`config.mk`:
```
export PLATFORM = sky130hd
export DESIGN_NAME = scg_top
export DESIGN_NICKNAME = d
export VERILOG_FILES = /design/src/scg_pkg.sv /design/src/scg_pll_settle.sv /design/src/scg_tick_div.sv /design/src/scg_top.sv
export VERILOG_INCLUDE_DIRS = /design/src
export SDC_FILE = /design/constraint.sdc
export NUM_CORES = 1
export LEC_CHECK = 0
export BUFFER_PORTS_ARGS = -buffer_cell sky130_fd_sc_hd__buf_2
export CAP_MARGIN = 0
export CORE_AREA = 2 2 164 246
export DETAILED_ROUTE_END_ITERATION = 16
export DIE_AREA = 0 0 166 248
export GPL_TIMING_DRIVEN = 0
export PLACE_DENSITY = 0.51
export SLEW_MARGIN = 10
export SYNTH_ARGS = -nofsm -noshare
export SYNTH_HDL_FRONTEND = slang
export SYNTH_HIERARCHICAL = 1
export SYNTH_SLANG_ARGS = --single-unit
```
`constraint.sdc`:
```
create_clock -name core_clk_i -period 8.6 [get_ports core_clk_i]
set_clock_uncertainty 0.2 [all_clocks]
set_input_delay 0.86 -clock core_clk_i [delete_from_list [all_inputs] [get_ports core_clk_i]]
set_output_delay 0.86 -clock core_clk_i [all_outputs]
set_load 0.01 [all_outputs]
```
`src/scg_regs.svh`:
```
// Register offsets, field positions, reset values and division counts of the clock unit
`ifndef SCG_REGS_SVH
`define SCG_REGS_SVH

`define SCG_ADDR_POWER 8'h99
`define SCG_ADDR_CLKSEL 8'h9a
`define SCG_ADDR_ANALOG 8'hc5
`define SCG_RESET_POWER 8'h00
`define SCG_RESET_CLKSEL 8'h00
`define SCG_RESET_ANALOG 8'h00

`define SCG_CKC_PLL_MODE_BIT 7
`define SCG_CKC_XTAL_BIT 6
`define SCG_PWR_SYS_OFF_BIT 7
`define SCG_PWR_DSP_ON_BIT 4
`define SCG_ANA_PLL_ON_BIT 5
`define SCG_ANA_MIC_BIT 4
`define SCG_ALT_AUX_EN_BIT 3
`define SCG_ALT_AUX_SRC_BIT 2

`define SCG_PLL_SETTLE_US 40
`define SCG_PLL_SETTLE_PERIODS 8'had
`define SCG_PLL_SETTLE_LAST 8'hac

`define SCG_DIV_X12 9'h002
`define SCG_DIV_X8 9'h003
`define SCG_DIV_X6 9'h004
`define SCG_DIV_X4 9'h006
`define SCG_DIV_X2 9'h00c
`define SCG_DIV_DIV3 9'h048
`define SCG_DIV_PHASE 9'h006
`define SCG_DIV_BIT_HALF 9'h009
`define SCG_BITS_PER_FRAME 8'hc0
`define SCG_DIV_CODEC_FRAME 9'h1b0
`define SCG_CORR_LAST 5'h18

`endif

```
`src/scg_pkg.sv`:
```
// Types shared by the clock unit modules
`default_nettype none
package scg_pkg;
  typedef enum logic [2:0] {
    SCG_SRC_NONE = 3'b000,
    SCG_SRC_FALLBACK = 3'b001,
    SCG_SRC_DIV3 = 3'b010,
    SCG_SRC_X2 = 3'b011,
    SCG_SRC_X4 = 3'b100,
    SCG_SRC_X6 = 3'b101,
    SCG_SRC_X8 = 3'b110,
    SCG_SRC_X12 = 3'b111
  } scg_src_type;

  typedef enum logic [1:0] {
    SCG_PLL_IDLE = 2'b00,
    SCG_PLL_SETTLE = 2'b01,
    SCG_PLL_READY = 2'b10
  } scg_pll_state_type;
endpackage : scg_pkg
`default_nettype wire

```
`src/scg_pll_settle.sv`:
```
// PLL settle counter run on fallback clock strobes
`timescale 1ns/1ps
`default_nettype none
`include "scg_regs.svh"
module scg_pll_settle
  import scg_pkg::*;
(
  input wire logic core_clk_i,
  input wire logic rst_i,
  input wire logic ce_i,
  input wire logic enable_i,
  input wire logic fb_tick_i,
  output logic ready_o
);
  scg_pll_state_type state_q;
  logic [7:0] cnt_q;

  always_ff @(posedge core_clk_i) begin
    if (rst_i) begin
      state_q <= SCG_PLL_IDLE;
      cnt_q <= 8'h00;
      ready_o <= 1'b0;
    end else if (ce_i) begin
      case (state_q)
        SCG_PLL_IDLE: begin
          cnt_q <= 8'h00;
          ready_o <= 1'b0;
          if (enable_i) begin
            state_q <= SCG_PLL_SETTLE;
          end
        end
        SCG_PLL_SETTLE: begin
          if (!enable_i) begin
            state_q <= SCG_PLL_IDLE;
          end else if (fb_tick_i) begin
            if (cnt_q == `SCG_PLL_SETTLE_LAST) begin
              state_q <= SCG_PLL_READY;
              ready_o <= 1'b1;
            end else begin
              cnt_q <= cnt_q + 8'h01;
            end
          end
        end
        SCG_PLL_READY: begin
          if (!enable_i) begin
            state_q <= SCG_PLL_IDLE;
            ready_o <= 1'b0;
          end
        end
        default: begin
          state_q <= SCG_PLL_IDLE;
          ready_o <= 1'b0;
        end
      endcase
    end
  end
endmodule : scg_pll_settle
`default_nettype wire

```
`src/scg_tick_div.sv`:
```
// Strobe divider: one output pulse for every ratio input strobes, restartable
`timescale 1ns/1ps
`default_nettype none
module scg_tick_div (
  input wire logic core_clk_i,
  input wire logic rst_i,
  input wire logic ce_i,
  input wire logic tick_i,
  input wire logic resync_i,
  input wire logic [8:0] ratio_i,
  output logic tick_o
);
  logic [8:0] cnt_q;

  always_ff @(posedge core_clk_i) begin
    if (rst_i) begin
      cnt_q <= 9'h000;
      tick_o <= 1'b0;
    end else if (ce_i) begin
      if (resync_i) begin
        cnt_q <= 9'h000;
        tick_o <= 1'b0;
      end else if (tick_i) begin
        if (cnt_q >= ratio_i - 9'h001) begin
          cnt_q <= 9'h000;
          tick_o <= 1'b1;
        end else begin
          cnt_q <= cnt_q + 9'h001;
          tick_o <= 1'b0;
        end
      end else begin
        tick_o <= 1'b0;
      end
    end
  end
endmodule : scg_tick_div
`default_nettype wire

```
`src/scg_top.sv`:
```
// Clock generation and selection unit with its three special function registers
//
// Function
// Input section scales crystal to PLL reference
// Software disables PLL only in emergency mode
// Stay on fallback until 173 periods settled
// Frame sync resync only in slave mode
// Master mode divides eight-times clock for bus
// Slave mode passes external bus clock, sync
// Register bit 3 enables auxiliary clock pin
// Register bit 2 picks auxiliary clock source
// Software sets aux source before enabling
// PLL gives twelve and eight times reference
// PLL gives six and four times reference
// Twice and one third reference for both
// Rate fixed codec clock is 24/25 reference
// Phase fixed codec clock from six-times clock
// Codec input clock is four times reference
// Crystal mode bit must match real reference
// Software uses 28 or 42 MHz DSP for bus
// Alternate crystal forces bus master mode
// Analog mode register at C5, reset zero
// Power config register at 99, reset zero
// Clock control register at 9A, reset zero
// Registers readable and writable by microcontroller
// Micro clock select with fallback in emergency
// DSP clock select, none when PLL off; code selects fallback while the PLL mode bit is clear
// Input select divides crystal by 1,2,4
// Frame tick divides frame strobe 16,8,4,1
// Settle counter on fallback gates PLL switchover
//
// Clocks other than the bus bit clocks and the aux clock pin are modelled as one-cycle strobes on core_clk_i; pll_vco_tick_i runs at
// 24 times the reference.
`timescale 1ns/1ps
`default_nettype none
`include "scg_regs.svh"
module scg_top
  import scg_pkg::*;
(
  input wire logic core_clk_i,
  input wire logic rst_i,
  input wire logic ce_i,
  input wire logic [7:0] sfr_addr_i,
  input wire logic [7:0] sfr_wdata_i,
  input wire logic sfr_wr_i,
  input wire logic sfr_rd_i,
  output logic [7:0] sfr_rdata_o,
  input wire logic [7:0] alt_port_select_i,
  input wire logic xtal_tick_i,
  input wire logic pll_vco_tick_i,
  input wire logic bus_slave_mode_i,
  input wire logic ext_bit_clock_i,
  input wire logic ext_frame_sync_i,
  output logic pll_enable_o,
  output logic pll_ready_o,
  output logic [2:0] dsp_src_o,
  output logic [2:0] micro_src_o,
  output logic dsp_clk_tick_o,
  output logic micro_clk_tick_o,
  output logic fallback_tick_o,
  output logic codec_clk_tick_o,
  output logic codec_input_tick_o,
  output logic codec_frame_strobe_o,
  output logic frame_tick_event_o,
  output logic bus_bit_clock_out_o,
  output logic bus_frame_sync_out_o,
  output logic bus_bit_clock_o,
  output logic bus_frame_sync_o,
  output logic aux_clock_output_o,
  output logic aux_clock_oe_o,
  output logic system_off_o,
  output logic dsp_enable_o,
  output logic mic_supply_en_o,
  output logic [3:0] codec_dig_en_o,
  output logic [3:0] codec_ana_en_o
);
  logic [7:0] power_clock_config_q;
  logic [7:0] clock_select_control_q;
  logic [7:0] analog_power_mode_q;
  logic fb_tick;
  logic pll_ready;
  logic pll_hold;
  logic x12_tick, x8_tick, x6_tick, x4_tick, x2_tick, div3_tick;
  logic phase_tick;
  logic corr_tick;
  logic [4:0] corr_cnt_q;
  logic half_tick;
  logic bclk_q;
  logic [7:0] bit_cnt_q;
  logic fsync_q;
  logic ext_fs_q;
  logic fs_rise;
  logic slave_eff;
  logic frame_resync;
  logic clk3_tick;
  logic frame_strobe;
  logic frame_event;
  logic sys_run;
  logic aux_src_tick;
  scg_src_type dsp_src;
  scg_src_type micro_src;
  logic dsp_tick;
  logic micro_tick;

  function automatic logic [8:0] input_ratio(input logic [1:0] code);
    case (code)
      2'b01: input_ratio = 9'h002;
      2'b10: input_ratio = 9'h004;
      default: input_ratio = 9'h001;
    endcase
  endfunction : input_ratio

  function automatic logic [8:0] frame_ratio(input logic [1:0] code);
    case (code)
      2'b00: frame_ratio = 9'h010;
      2'b01: frame_ratio = 9'h008;
      2'b10: frame_ratio = 9'h004;
      default: frame_ratio = 9'h001;
    endcase
  endfunction : frame_ratio

  function automatic logic src_tick(input scg_src_type src, input logic fb, input logic [5:0] pll);
    case (src)
      SCG_SRC_FALLBACK: src_tick = fb;
      SCG_SRC_DIV3: src_tick = pll[0];
      SCG_SRC_X2: src_tick = pll[1];
      SCG_SRC_X4: src_tick = pll[2];
      SCG_SRC_X6: src_tick = pll[3];
      SCG_SRC_X8: src_tick = pll[4];
      SCG_SRC_X12: src_tick = pll[5];
      default: src_tick = 1'b0;
    endcase
  endfunction : src_tick

  // Register writes
  always_ff @(posedge core_clk_i) begin
    if (rst_i) begin
      power_clock_config_q <= `SCG_RESET_POWER;
      clock_select_control_q <= `SCG_RESET_CLKSEL;
      analog_power_mode_q <= `SCG_RESET_ANALOG;
    end else if (ce_i && sfr_wr_i) begin
      if (sfr_addr_i == `SCG_ADDR_POWER) begin
        power_clock_config_q <= sfr_wdata_i;
      end else if (sfr_addr_i == `SCG_ADDR_CLKSEL) begin
        clock_select_control_q <= sfr_wdata_i;
      end else if (sfr_addr_i == `SCG_ADDR_ANALOG) begin
        analog_power_mode_q <= sfr_wdata_i;
      end
    end
  end

  // Register reads; other addresses belong to other blocks and read as zero here
  always_ff @(posedge core_clk_i) begin
    if (rst_i) begin
      sfr_rdata_o <= 8'h00;
    end else if (ce_i) begin
      if (!sfr_rd_i) begin
        sfr_rdata_o <= 8'h00;
      end else if (sfr_addr_i == `SCG_ADDR_POWER) begin
        sfr_rdata_o <= power_clock_config_q;
      end else if (sfr_addr_i == `SCG_ADDR_CLKSEL) begin
        sfr_rdata_o <= clock_select_control_q;
      end else if (sfr_addr_i == `SCG_ADDR_ANALOG) begin
        sfr_rdata_o <= analog_power_mode_q;
      end else begin
        sfr_rdata_o <= 8'h00;
      end
    end
  end

  assign system_off_o = power_clock_config_q[`SCG_PWR_SYS_OFF_BIT];
  assign dsp_enable_o = power_clock_config_q[`SCG_PWR_DSP_ON_BIT];
  assign codec_dig_en_o = power_clock_config_q[3:0];
  assign mic_supply_en_o = analog_power_mode_q[`SCG_ANA_MIC_BIT];
  assign codec_ana_en_o = analog_power_mode_q[3:0];
  assign pll_enable_o = analog_power_mode_q[`SCG_ANA_PLL_ON_BIT];
  assign pll_ready_o = pll_ready;
  assign sys_run = !power_clock_config_q[`SCG_PWR_SYS_OFF_BIT];

  // Crystal input scaled to the PLL reference
  scg_tick_div u_in_div (
    .core_clk_i(core_clk_i), .rst_i(rst_i), .ce_i(ce_i), .tick_i(xtal_tick_i), .resync_i(1'b0),
    .ratio_i(input_ratio(analog_power_mode_q[7:6])), .tick_o(fb_tick)
  );

  scg_pll_settle u_settle (
    .core_clk_i(core_clk_i), .rst_i(rst_i), .ce_i(ce_i),
    .enable_i(analog_power_mode_q[`SCG_ANA_PLL_ON_BIT]), .fb_tick_i(fb_tick), .ready_o(pll_ready)
  );

  // PLL derived strobes stay silent until the settle counter has expired
  assign pll_hold = !pll_ready;

  scg_tick_div u_x12 (
    .core_clk_i(core_clk_i), .rst_i(rst_i), .ce_i(ce_i), .tick_i(pll_vco_tick_i), .resync_i(pll_hold),
    .ratio_i(`SCG_DIV_X12), .tick_o(x12_tick)
  );
  scg_tick_div u_x8 (
    .core_clk_i(core_clk_i), .rst_i(rst_i), .ce_i(ce_i), .tick_i(pll_vco_tick_i), .resync_i(pll_hold),
    .ratio_i(`SCG_DIV_X8), .tick_o(x8_tick)
  );
  scg_tick_div u_x6 (
    .core_clk_i(core_clk_i), .rst_i(rst_i), .ce_i(ce_i), .tick_i(pll_vco_tick_i), .resync_i(pll_hold),
    .ratio_i(`SCG_DIV_X6), .tick_o(x6_tick)
  );
  scg_tick_div u_x4 (
    .core_clk_i(core_clk_i), .rst_i(rst_i), .ce_i(ce_i), .tick_i(pll_vco_tick_i), .resync_i(pll_hold),
    .ratio_i(`SCG_DIV_X4), .tick_o(x4_tick)
  );
  scg_tick_div u_x2 (
    .core_clk_i(core_clk_i), .rst_i(rst_i), .ce_i(ce_i), .tick_i(pll_vco_tick_i), .resync_i(pll_hold),
    .ratio_i(`SCG_DIV_X2), .tick_o(x2_tick)
  );
  scg_tick_div u_div3 (
    .core_clk_i(core_clk_i), .rst_i(rst_i), .ce_i(ce_i), .tick_i(pll_vco_tick_i), .resync_i(pll_hold),
    .ratio_i(`SCG_DIV_DIV3), .tick_o(div3_tick)
  );

  // Alternate crystal gives bad slave timing, so slave mode is refused there
  assign slave_eff = bus_slave_mode_i && !clock_select_control_q[`SCG_CKC_XTAL_BIT];
  assign fs_rise = ext_frame_sync_i && !ext_fs_q;
  assign frame_resync = slave_eff && fs_rise;

  always_ff @(posedge core_clk_i) begin
    if (rst_i) begin
      ext_fs_q <= 1'b0;
    end else if (ce_i) begin
      ext_fs_q <= ext_frame_sync_i;
    end
  end

  scg_tick_div u_phase (
    .core_clk_i(core_clk_i), .rst_i(rst_i), .ce_i(ce_i), .tick_i(x6_tick), .resync_i(pll_hold || frame_resync),
    .ratio_i(`SCG_DIV_PHASE), .tick_o(phase_tick)
  );

  // Rate fixed codec clock: every 25th reference strobe is swallowed
  always_ff @(posedge core_clk_i) begin
    if (rst_i) begin
      corr_cnt_q <= 5'h00;
    end else if (ce_i && fb_tick) begin
      corr_cnt_q <= (corr_cnt_q == `SCG_CORR_LAST) ? 5'h00 : corr_cnt_q + 5'h01;
    end
  end
  assign corr_tick = fb_tick && (corr_cnt_q != `SCG_CORR_LAST);

  // Codec clock mux follows the crystal mode bit; a wrong bit gives wrong rates
  always_comb begin
    if (!clock_select_control_q[`SCG_CKC_PLL_MODE_BIT]) begin
      clk3_tick = fb_tick;
    end else if (clock_select_control_q[`SCG_CKC_XTAL_BIT]) begin
      clk3_tick = corr_tick;
    end else begin
      clk3_tick = pll_ready ? phase_tick : fb_tick;
    end
  end

  scg_tick_div u_frame (
    .core_clk_i(core_clk_i), .rst_i(rst_i), .ce_i(ce_i), .tick_i(clk3_tick), .resync_i(frame_resync),
    .ratio_i(`SCG_DIV_CODEC_FRAME), .tick_o(frame_strobe)
  );
  scg_tick_div u_frame_evt (
    .core_clk_i(core_clk_i), .rst_i(rst_i), .ce_i(ce_i), .tick_i(frame_strobe), .resync_i(frame_resync),
    .ratio_i(frame_ratio(clock_select_control_q[1:0])), .tick_o(frame_event)
  );

  // Bus master timing from the eight-times clock
  scg_tick_div u_bit_half (
    .core_clk_i(core_clk_i), .rst_i(rst_i), .ce_i(ce_i), .tick_i(x8_tick), .resync_i(pll_hold),
    .ratio_i(`SCG_DIV_BIT_HALF), .tick_o(half_tick)
  );

  always_ff @(posedge core_clk_i) begin
    if (rst_i) begin
      bclk_q <= 1'b0;
      bit_cnt_q <= 8'h00;
      fsync_q <= 1'b0;
    end else if (ce_i && half_tick) begin
      bclk_q <= !bclk_q;
      if (bclk_q) begin
        bit_cnt_q <= (bit_cnt_q == `SCG_BITS_PER_FRAME - 8'h01) ? 8'h00 : bit_cnt_q + 8'h01;
        fsync_q <= (bit_cnt_q == `SCG_BITS_PER_FRAME - 8'h01);
      end
    end
  end

  // Clock source selection
  always_comb begin
    if (!clock_select_control_q[`SCG_CKC_PLL_MODE_BIT] || !pll_ready) begin
      micro_src = SCG_SRC_FALLBACK;
    end else begin
      case (clock_select_control_q[3:2])
        2'b00: micro_src = SCG_SRC_DIV3;
        2'b01: micro_src = SCG_SRC_X2;
        2'b10: micro_src = SCG_SRC_X4;
        default: micro_src = SCG_SRC_X6;
      endcase
    end
  end

  always_comb begin
    if (!clock_select_control_q[`SCG_CKC_PLL_MODE_BIT]) begin
      dsp_src = SCG_SRC_FALLBACK;
    end else if (!analog_power_mode_q[`SCG_ANA_PLL_ON_BIT]) begin
      dsp_src = SCG_SRC_NONE;
    end else if (!pll_ready) begin
      dsp_src = SCG_SRC_FALLBACK;
    end else begin
      case (clock_select_control_q[5:4])
        2'b00: dsp_src = SCG_SRC_DIV3;
        2'b01: dsp_src = SCG_SRC_X2;
        2'b10: dsp_src = SCG_SRC_X12;
        default: dsp_src = SCG_SRC_X8;
      endcase
    end
  end

  assign micro_tick = src_tick(micro_src, fb_tick, {x12_tick, x8_tick, x6_tick, x4_tick, x2_tick, div3_tick});
  assign dsp_tick = src_tick(dsp_src, fb_tick, {x12_tick, x8_tick, x6_tick, x4_tick, x2_tick, div3_tick});
  assign aux_src_tick = alt_port_select_i[`SCG_ALT_AUX_SRC_BIT] ? micro_tick : fb_tick;

  // Output strobes; system off gates every strobe in this block except the fallback strobe, DSP on gates the DSP clock
  always_ff @(posedge core_clk_i) begin
    if (rst_i) begin
      dsp_src_o <= SCG_SRC_NONE;
      micro_src_o <= SCG_SRC_FALLBACK;
      dsp_clk_tick_o <= 1'b0;
      micro_clk_tick_o <= 1'b0;
      fallback_tick_o <= 1'b0;
      codec_clk_tick_o <= 1'b0;
      codec_input_tick_o <= 1'b0;
      codec_frame_strobe_o <= 1'b0;
      frame_tick_event_o <= 1'b0;
    end else if (ce_i) begin
      dsp_src_o <= dsp_src;
      micro_src_o <= micro_src;
      dsp_clk_tick_o <= sys_run && power_clock_config_q[`SCG_PWR_DSP_ON_BIT] && dsp_tick;
      micro_clk_tick_o <= sys_run && micro_tick;
      fallback_tick_o <= fb_tick;
      codec_clk_tick_o <= sys_run && clk3_tick;
      codec_input_tick_o <= sys_run && (pll_ready ? x4_tick : fb_tick);
      codec_frame_strobe_o <= sys_run && frame_strobe;
      frame_tick_event_o <= sys_run && frame_event;
    end
  end

  always_ff @(posedge core_clk_i) begin
    if (rst_i) begin
      bus_bit_clock_out_o <= 1'b0;
      bus_frame_sync_out_o <= 1'b0;
      bus_bit_clock_o <= 1'b0;
      bus_frame_sync_o <= 1'b0;
    end else if (ce_i) begin
      bus_bit_clock_out_o <= bclk_q;
      bus_frame_sync_out_o <= fsync_q;
      bus_bit_clock_o <= slave_eff ? ext_bit_clock_i : bclk_q;
      bus_frame_sync_o <= slave_eff ? ext_frame_sync_i : fsync_q;
    end
  end

  // Source changes while enabled may glitch the pin; software sets the source first
  always_ff @(posedge core_clk_i) begin
    if (rst_i) begin
      aux_clock_output_o <= 1'b0;
      aux_clock_oe_o <= 1'b0;
    end else if (ce_i) begin
      aux_clock_oe_o <= alt_port_select_i[`SCG_ALT_AUX_EN_BIT];
      if (!alt_port_select_i[`SCG_ALT_AUX_EN_BIT]) begin
        aux_clock_output_o <= 1'b0;
      end else if (aux_src_tick) begin
        aux_clock_output_o <= !aux_clock_output_o;
      end
    end
  end
endmodule : scg_top
`default_nettype wire

```
Yosys cells after proc, flatten, opt, wreduce, memory -nomap -nowiden
Cells that the tools add are included.
{"block": "classes", "n_eq_ne": 42, "bitwise": 2, "n_reduce_logical": 45, "n_mux": 103, "order_cmp": 11, "n_addsub": 16}
{"cell": "2-to-1 mux 9 bit", "count": 31}
{"cell": "adder 9 x 1 -> 9 bit (second input constant)", "count": 11}
{"cell": "2-to-1 mux 8 bit", "count": 8}
{"cell": "2-to-1 mux 1 bit", "count": 45}
{"cell": "== test 8 bit (second input constant)", "count": 5}
{"cell": "== test 3 bit (second input constant)", "count": 8}
{"cell": ">= comparator 9 x 2 -> 1 bit (second input constant)", "count": 2}
{"cell": ">= comparator 9 x 3 -> 1 bit (second input constant)", "count": 2}
{"cell": ">= comparator 9 x 4 -> 1 bit (second input constant)", "count": 2}
{"cell": ">= comparator 9 bit", "count": 2}
{"cell": "one-hot mux 3 bit (3 select lines)", "count": 2}
{"cell": "AND reduction 2 bit", "count": 9}
{"cell": "adder 8 x 1 -> 8 bit (second input constant)", "count": 2}
{"cell": "one-hot mux 8 bit (2 select lines)", "count": 1}
{"cell": "one-hot mux 5 bit (3 select lines)", "count": 1}
{"cell": "AND reduction 5 bit", "count": 3}
{"cell": "logical AND 1 bit", "count": 14}
{"cell": "one-hot mux 1 bit (7 select lines)", "count": 2}
{"cell": "== test 3 x 2 -> 1 bit (second input constant)", "count": 4}
{"cell": "2-to-1 mux 3 bit", "count": 4}
{"cell": "!= test 2 bit (second input constant)", "count": 6}
{"cell": "== test 2 x 1 -> 1 bit (second input constant)", "count": 5}
{"cell": "== test 2 bit (second input constant)", "count": 5}
{"cell": "2-to-1 mux 2 bit", "count": 5}
{"cell": "other kinds (23)", "count": 40}
{"block": "word_totals", "output_inout_bits": 40, "in_bits": 34, "regBits": 188, "word_cells": 268}

Depth between registers and ports, before layout
Gate-level depths: netlist of run 1.
{"block": "depth", "word_depth": 8, "mapped_depth": 14, "depth_no_buf": 13}

Hierarchy
Netlist of run 1, hierarchy kept.
{"module": "scg_tick_div at u_frame ...", "area_per_inst_um2": 863.3, "instances": 8, "cells_per_inst": 108}
{"module": "scg_top", "area_per_inst_um2": 3166.8, "instances": 1, "cells_per_inst": 344}
{"module": "scg_tick_div at u_bit_half ...", "area_per_inst_um2": 902.1, "instances": 3, "cells_per_inst": 106}
{"module": "scg_pll_settle", "area_per_inst_um2": 675.6, "instances": 1, "cells_per_inst": 81}

Least setup slack after synthesis of run 1
OpenSTA, ideal clock, no wires.
{"block": "synth_timing", "path_type": "register to register", "startpoint": "reg analog_power_mode_q[6]", "endpoint": "reg u_in_div.cnt_q[3]", "required_ps": 8326, "setup_time_ps": 74, "arrival_time_ps": 2574, "path_stages_with_launch": 14, "path_slack_ps": 5752, "cell_sequence": "dfxtp_1 -> inv_1 -> ha_1 -> inv_1 -> ha_1 -> nand2_1 -> nor3_1 -> xnor2_1 -> ha_1 -> and3_4 -> a221o_1 -> nor2_4 -> nand4_1 -> a31oi_1"}
{"block": "synth_between", "elab_chain_cells": 5, "elab_cells_between_ends": 6}
{"item": "start, declared", "line": "scg_top.sv:79", "text": "logic [7:0] analog_power_mode_q;"}
{"item": "start signal, assigned", "line": "scg_top.sv:140", "text": "analog_power_mode_q <= `SCG_RESET_ANALOG;"}
{"item": "start signal, assigned", "line": "scg_top.sv:147", "text": "analog_power_mode_q <= sfr_wdata_i;"}
{"item": "== test 2 bit / == test 2 x 1 -> 1 bit (equally long branches)", "line": "scg_top.sv:106", "text": "case (code)"}
{"item": "one-hot mux 3 bit (2 select lines) *", "line": "scg_top.sv:106"}
{"item": "subtractor 3 x 1 -> 4 bit *", "line": "scg_tick_div.sv:24", "text": "if (cnt_q >= ratio_i - 9'h001) begin"}
{"item": ">= comparator 9 bit *", "line": "scg_tick_div.sv:24"}
{"item": "2-to-1 mux 9 bit *", "line": "scg_tick_div.sv:24"}
{"item": "end signal, assigned", "line": "scg_tick_div.sv:28", "text": "cnt_q <= cnt_q + 9'h001;"}
{"item": "end, declared", "line": "scg_tick_div.sv:13", "text": "logic [8:0] cnt_q;"}
Mark *: on every way between the ends. The rest lies on a longest branch, timed or not.
A chain may end at the register's enable or synchronous reset.

Final worst setup path of run 1
{"block": "layout_timing", "startpoint": "reg analog_power_mode_q[6]", "endpoint": "reg u_in_div.cnt_q[5]"}
Same word-level chain as after synthesis.

==> results of run 1 <==
## power by group through the flow
stage,sequential [W],clock [W],combinational [W]
floorplan,0.000894,0,0.000129
global placement,0.000894,0,0.000171
finish,0.000874,0.000851,0.000179
global route,0.000874,0.000906,0.000207
detailed placement,0.000894,0,0.000174
CTS,0.000874,0.000879,0.000174
## routing by layer
metal | vias up | track usage (%)
met5 | - | 0
li1 | 6291 | -
met1 | 5578 | 18.7
met2 | 174 | 30.6
met4 | 0 | 5.78
met3 | 43 | 3.24
## cells in the final DEF, fill, tap and decap left out, types with 37 or more instances in the layout
| master | count |
|---|---|
| inv_1 | 78 |
| dfxtp_1 | 188 |
| xnor2_1 | 57 |
| nand2_1 | 142 |
| nor2_1 | 118 |
| ha_1 | 130 |
| a21oi_1 | 90 |
| conb_1 | 263 |
| nand4_1 | 47 |
| nor3_1 | 77 |
| xor2_1 | 51 |
| o21ai_0 | 37 |
| a31oi_1 | 75 |
| buf_2 | 75 |
| nand3_1 | 83 |
| mux2i_1 | 50 |
## critical path, cell delays in order, from the launching register on
cell and delay, ns:
dfxtp_1 0.42, inv_1 0.06, ha_1 0.34, inv_1 0.10, ha_1 0.21, nand2_1 0.10, nor3_1 0.19, xnor2_1 0.10
ha_1 0.29, and3_4 0.19, a221o_1 0.43, nor2_4 0.18, a31oi_1 0.12, nor3_1 0.17
## per-stage QoR
stage / std cells / util (%)
final: 2467 / 41.0
after global routing: 2467 / 41.0
after CTS: 2467 / 41.0
after detailed placement: 2435 / 39.4
after global placement: 2435 / 39.4
after floorplan: 1868 / -
## state kept, by name, summed over array words and instances (netlist names), 9 cells and up
signal,cells
u_x4/cnt_q,9
u_frame_evt/cnt_q,9
u_x8/cnt_q,9
u_x2/cnt_q,9
u_in_div/cnt_q,9
u_frame/cnt_q,9
u_x12/cnt_q,9
u_x6/cnt_q,9
u_phase/cnt_q,9
u_div3/cnt_q,9
u_bit_half/cnt_q,9
## worst paths after layout
check                                             from                end
worst max-delay path            analog_power_mode_q[6]  u_in_div/cnt_q[5]
worst min-delay path                    sfr_rdata_o[6]     sfr_rdata_o[6]
worst max register to register  analog_power_mode_q[6]  u_in_div/cnt_q[5]
worst min register to register          sfr_rdata_o[6]     sfr_rdata_o[6]
## logic make-up after synthesis
family                     Yosys count  share of synthesized area (%)
and+or+nand+nor                    683                           28.0
AOI/OAI and AO/OA                  308                           15.0
DFF                                188                           28.0
buffers and inverters              136                           5.78
adders and majority gates          130                           12.1
xor gates and xnor gates           108                           7.03
muxes                               52                           4.08
other                                2                         0.0558
## layout make-up
class,count,area [µm²],share of cell area [%]
clock inverter,15,186,1.16
multi-input combinational,1544,9900,61.8
buffer,58,485,3.03
sequential,188,3760,23.5
clock buffer,17,425,2.66
tap,500,626,3.91
inverter,78,293,1.83
timing repair buffer,67,335,2.09
==> results.cfg, run 1 <==
[timing]
max_freq_mhz = 314
drv_slew = 0
final.setup.tns_ns = 0
period_share_pct = 37.0
hold_viol = 0
finalSetupViolations = 0
fin_hold_ws_ns = 0.255
period_minus_slack_ns = 3.18
worst_pin_slew_ns = 1.05
rsz0062_at_grt = false
slew_headroom_pct = 30.1
finalWorstSetupSlack_ns = 5.42

[routing]
wl_met1_um = 14500
routed.top_layer = met4
drc = 0
dr.first_iter.drc_count = 559
vias_per_cell = 4.90
wl_per_cell_um = 13.6
wl_met2_um = 17100
dr.pass1.iters = 5
routed_wl_um = 33700
wl_met3_um = 1330
detail-route-antenna-nets = 0
vias = 12100

[cells_and_area]
drive_gt1_share_pct = 11.8
areaGrowthSynthToFinish_pct = 19.0
fill_cells = 4052
antenna_cells = 0
stdcell_area_mm2 = 0.0160
nets = 2118

[power]
p_comb_share_pct = 9.4
p_leak_nw = 6.65
switching_share_pct = 26.2
power.total_w = 0.00190
switchingPower_w = 0.000500
intPower_w = 0.00140
ir_drop_v = 0.000141
powerDensity_mw_per_mm2 = 119
clkPwrFrac_pct = 44.7
p_seq_share_pct = 45.9

[placed_design]
io_buffers = 67
placed_cell_area_mm2 = 0.0154
pre_cts_ws_ns = 5.30
dp_hpwl_um = 25800
routabilityCongestion = 0.801

[clock_tree]
insertion_delay_ns = 0.45
cts-htree-levels = 4
cts_resized = 0
clockBufferDepth = 2
clk_pin_slew_ns = 0.07
cts_inserted_buffers = 17
cts_hold_buf = 0
clock_sinks = 188
root_buffer = clkbuf_16
postCtsSetupRepairBufs = 0
tritoncts = built

[synthesis]
syn_area_mm2 = 0.0135
async_flop_share_pct = 0
ys_seq_area_share_pct = 28.0
ys_warn_count = 6
ys_types = 77
synthFlopType = dfxtp_1
synth_top_area_share_pct = 28.0
yosysTopAreaCell = dfxtp_1
synth-edff-count = 0
synth_area_leaders = dfxtp_1 28%, ha_1 12%, nand2_1 4.0%
syn_inst = 1607
ys_seq_elements = 188
synth_common_cells = 188 x dfxtp_1, 142 x nand2_1, 130 x ha_1
yosys.cell_count.top_type = dfxtp_1
avgSynthCellArea_um2 = 8.37

[flow_run]
maxCapViolCount = 0

[floorplanning]
die_w_um = 166
die-area_mm2 = 0.0412
start_util_pct = 34.4
die_h_um = 248
rows = 89
core_area_mm2 = 0.0391
io_pins = 74

[min_path]
hold_depth = 2
hold_path_class = reg2reg

[critical_path]
cp-end-kind = flop
arrival_ns = 3.35
crit_type = reg2reg
worstSetupStartpointType = flop
r2r_setup_slack_ns = 5.42
cp_max_fo = 6
cp.required_ns = 8.77
rr_worst_depth = 13

[global_route]
grt_pass1_vias = 11300
grt_pass1_wl_um = 55900
grt-ovfl-total = 0
track_usage_pct = 16.5
antenna_found_initial = 0
grt_start_max_net_pins = 47

[outcome]
status = completed
Note: power is estimated with default switching activity, not from simulation.
==> run 2: changes to the inputs <==
ABC_AREA = 1   (was not set)
CORE_AREA = 2 2 167 251   (was 2 2 164 246)
DIE_AREA = 0 0 169 253   (was 0 0 166 248)
PLACE_DENSITY = 0.53   (was 0.51)
clock period = 2.8 ns   (was 8.6 ns; I/O delays follow)
==> results.cfg, run 2 <==
[outcome]
status = completed

[floorplanning]
start_util_pct = 34.4
die_h_um = 253
die_w_um = 169
io_pins = 74
die-area_mm2 = 0.0428
core_area_mm2 = 0.0408
rows = 91

[critical_path]
cp_max_fo = 5
setup.worst_path.end = u_in_div/cnt_q[2]
crit_path_start = analog_power_mode_q[7]
worstReg2RegStart = analog_power_mode_q[7]
cp.required_ns = 2.98
r2r-end = u_in_div/cnt_q[2]
arrival_ns = 2.89
r2r_setup_slack_ns = 0.1
worstSetupStartpointType = flop
crit_type = reg2reg
rr_worst_depth = 14
cp-end-kind = flop

[timing]
slew_headroom_pct = 46.4
period_minus_slack_ns = 2.70
finalSetupViolations = 0
period_share_pct = 96.6
hold_viol = 0
rsz0062_at_grt = true
drv_slew = 0
worst_pin_slew_ns = 0.803
final.setup.tns_ns = 0
max_freq_mhz = 370

[synthesis]
synth_top_area_share_pct = 26.8
synth_common_cells = 472 x nand2_1, 293 x inv_1, 189 x nor2_1
async_flop_share_pct = 0
yosysTopAreaCell = dfxtp_1
ys_seq_area_share_pct = 26.8
yosys.cell_count.top_type = nand2_1
ys_types = 45
synthFlopType = dfxtp_1
ys_warn_count = 6
syn_inst = 2078
syn_area_mm2 = 0.0140
synth-edff-count = 0
avgSynthCellArea_um2 = 6.75
ys_seq_elements = 188
synth_area_leaders = dfxtp_1 27%, nand2_1 13%, ha_1 12%

[routing]
vias_per_cell = 4.70
dr.first_iter.drc_count = 571
vias = 13700
detail-route-antenna-nets = 0
routed_wl_um = 35900
dr.pass1.iters = 5
drc = 0
wl_per_cell_um = 12.3

[cells_and_area]
nets = 2558
stdcell_count = 2918
antenna_cells = 0
fill_cells = 4321
register_area_mm2 = 0.00377
multiInputGateArea_mm2 = 0.00990
stdcell_area_mm2 = 0.0167
drive_gt1_share_pct = 10.6
areaGrowthSynthToFinish_pct = 19.3
final_cell_mix = 471 x nand2_1, 289 x inv_1, 206 x conb_1, 188 x nor2_1, 184 x dfxtp_1
mostFrequentLayoutCell = nand2_1
final_util_pct = 41.1

[clock_tree]
tritoncts = built
clockBufferDepth = 2
clk_pin_slew_ns = 0.08
root_buffer = clkbuf_16
insertion_delay_ns = 0.46
cts-htree-levels = 4
cts_inserted_buffers = 17
clock_sinks = 188

[global_route]
grt_pass1_vias = 13100
grt_pass1_wl_um = 60600
grt-ovfl-total = 0
track_usage_pct = 17.1
grt_start_max_net_pins = 61
antenna_found_initial = 1

[power]
ir_drop_v = 0.000448
powerDensity_mw_per_mm2 = 348
p_leak_nw = 7.20

[placed_design]
io_buffers = 67
placed_cell_area_mm2 = 0.0158
dp_hpwl_um = 27200
dp_cells = 2861
routabilityCongestion = 0.820

[min_path]
worstHoldStart = xtal_tick_i
hold_path_class = in2reg

[flow_run]
maxCapViolCount = 0
run 2: area by class of cell:
type / instances / area share [%]
Buffer: 23 / 0.830
Clock buffer: 17 / 2.54
Clock inverter: 15 / 1.02
Inverter: 298 / 6.73
Multi-Input combinational cell: 1776 / 59.1
Sequential cell: 188 / 22.5
Tap cell: 511 / 3.82
Timing Repair Buffer: 90 / 3.40
run 2: kinds of logic (layout without fill, tap and decap cells):
family                     after synthesis  after routing  share of synthesized area (%)
and+or+nand+nor                       1031           1034                           34.9
AOI/OAI and AO/OA                      325            325                           12.6
buffers and inverters                  321            443                           8.98
DFF                                    188            188                           26.8
adders and majority gates              130            130                           11.6
xor gates and xnor gates                81             81                           5.05
other                                    2            206                         0.0535
run 2: power by group:
part	leakage, nW	internal (W)	switching [W]	total (W)
Sequential	1.52	0.00268	0.00000799	0.00269
Combinational	5.39	0.000203	0.000395	0.000599
Clock	0.294	0.00128	0.00126	0.00254
Total	7.20	0.00416	0.00166	0.00582
run 2: per-stage QoR:
step | setup WS [ns] | hold slack, ns | power (W)
2_1_floorplan | 0.167 | 0.149 | 0.00316
3_3_place_gp | -0.415 | 0.247 | 0.00330
3_5_place_dp | -0.219 | 0.254 | 0.00332
4_1_cts | 0.000914 | 0.0278 | 0.00589
5_1_grt | -0.0514 | 0.0581 | 0.00610
6_report | 0.0960 | 0.0524 | 0.00582
run 2: metal layers:
layer	vias up	routed length, µm	GRT usage, %	part of all wire [%]
met5	-	11	0	0.031
met4	2	723	5.62	2.0
met3	42	1210	3.11	3.4
met2	176	18700	33.0	52
met1	6206	15200	18.7	42
li1	7298	-	-	-
run 2: worst max-delay path, cell delays in order, from the launching register on:
cell and delay, ns:
dfxtp_4 0.37, inv_1 0.07, ha_4 0.17, inv_4 0.05
ha_4 0.13, inv_2 0.04, nor3_4 0.17, nand3b_4 0.12
nor3_4 0.19, xnor2_1 0.10, ha_1 0.30, a21o_1 0.26
nor2_4 0.19, nand4_1 0.12, a21oi_1 0.15
run 2: how the worst min path moves through the flow:
stage / endpoint / slack [ns] / cells after the start
detailed placement: aux_clock_oe_o / 0.25 / 2
finish: u_in_div/cnt_q[8] / 0.05 / 4
global route: u_in_div/cnt_q[1] / 0.06 / 4
floorplan: u_bit_half/cnt_q[1] / 0.15 / 1
global placement: power_clock_config_q[6] / 0.25 / 2
CTS: u_in_div/cnt_q[8] / 0.03 / 4
run 2: repair_timing:
item                                    in CTS  in global routing
endpoints found under the setup margin      10                 20
pin swaps                                    7                 16
buffers inserted                             3                  5
resized for setup                           12                 20
endpoints found under the hold margin       28                  0
hold buffers                                14                  0
cloned                                       2                  1
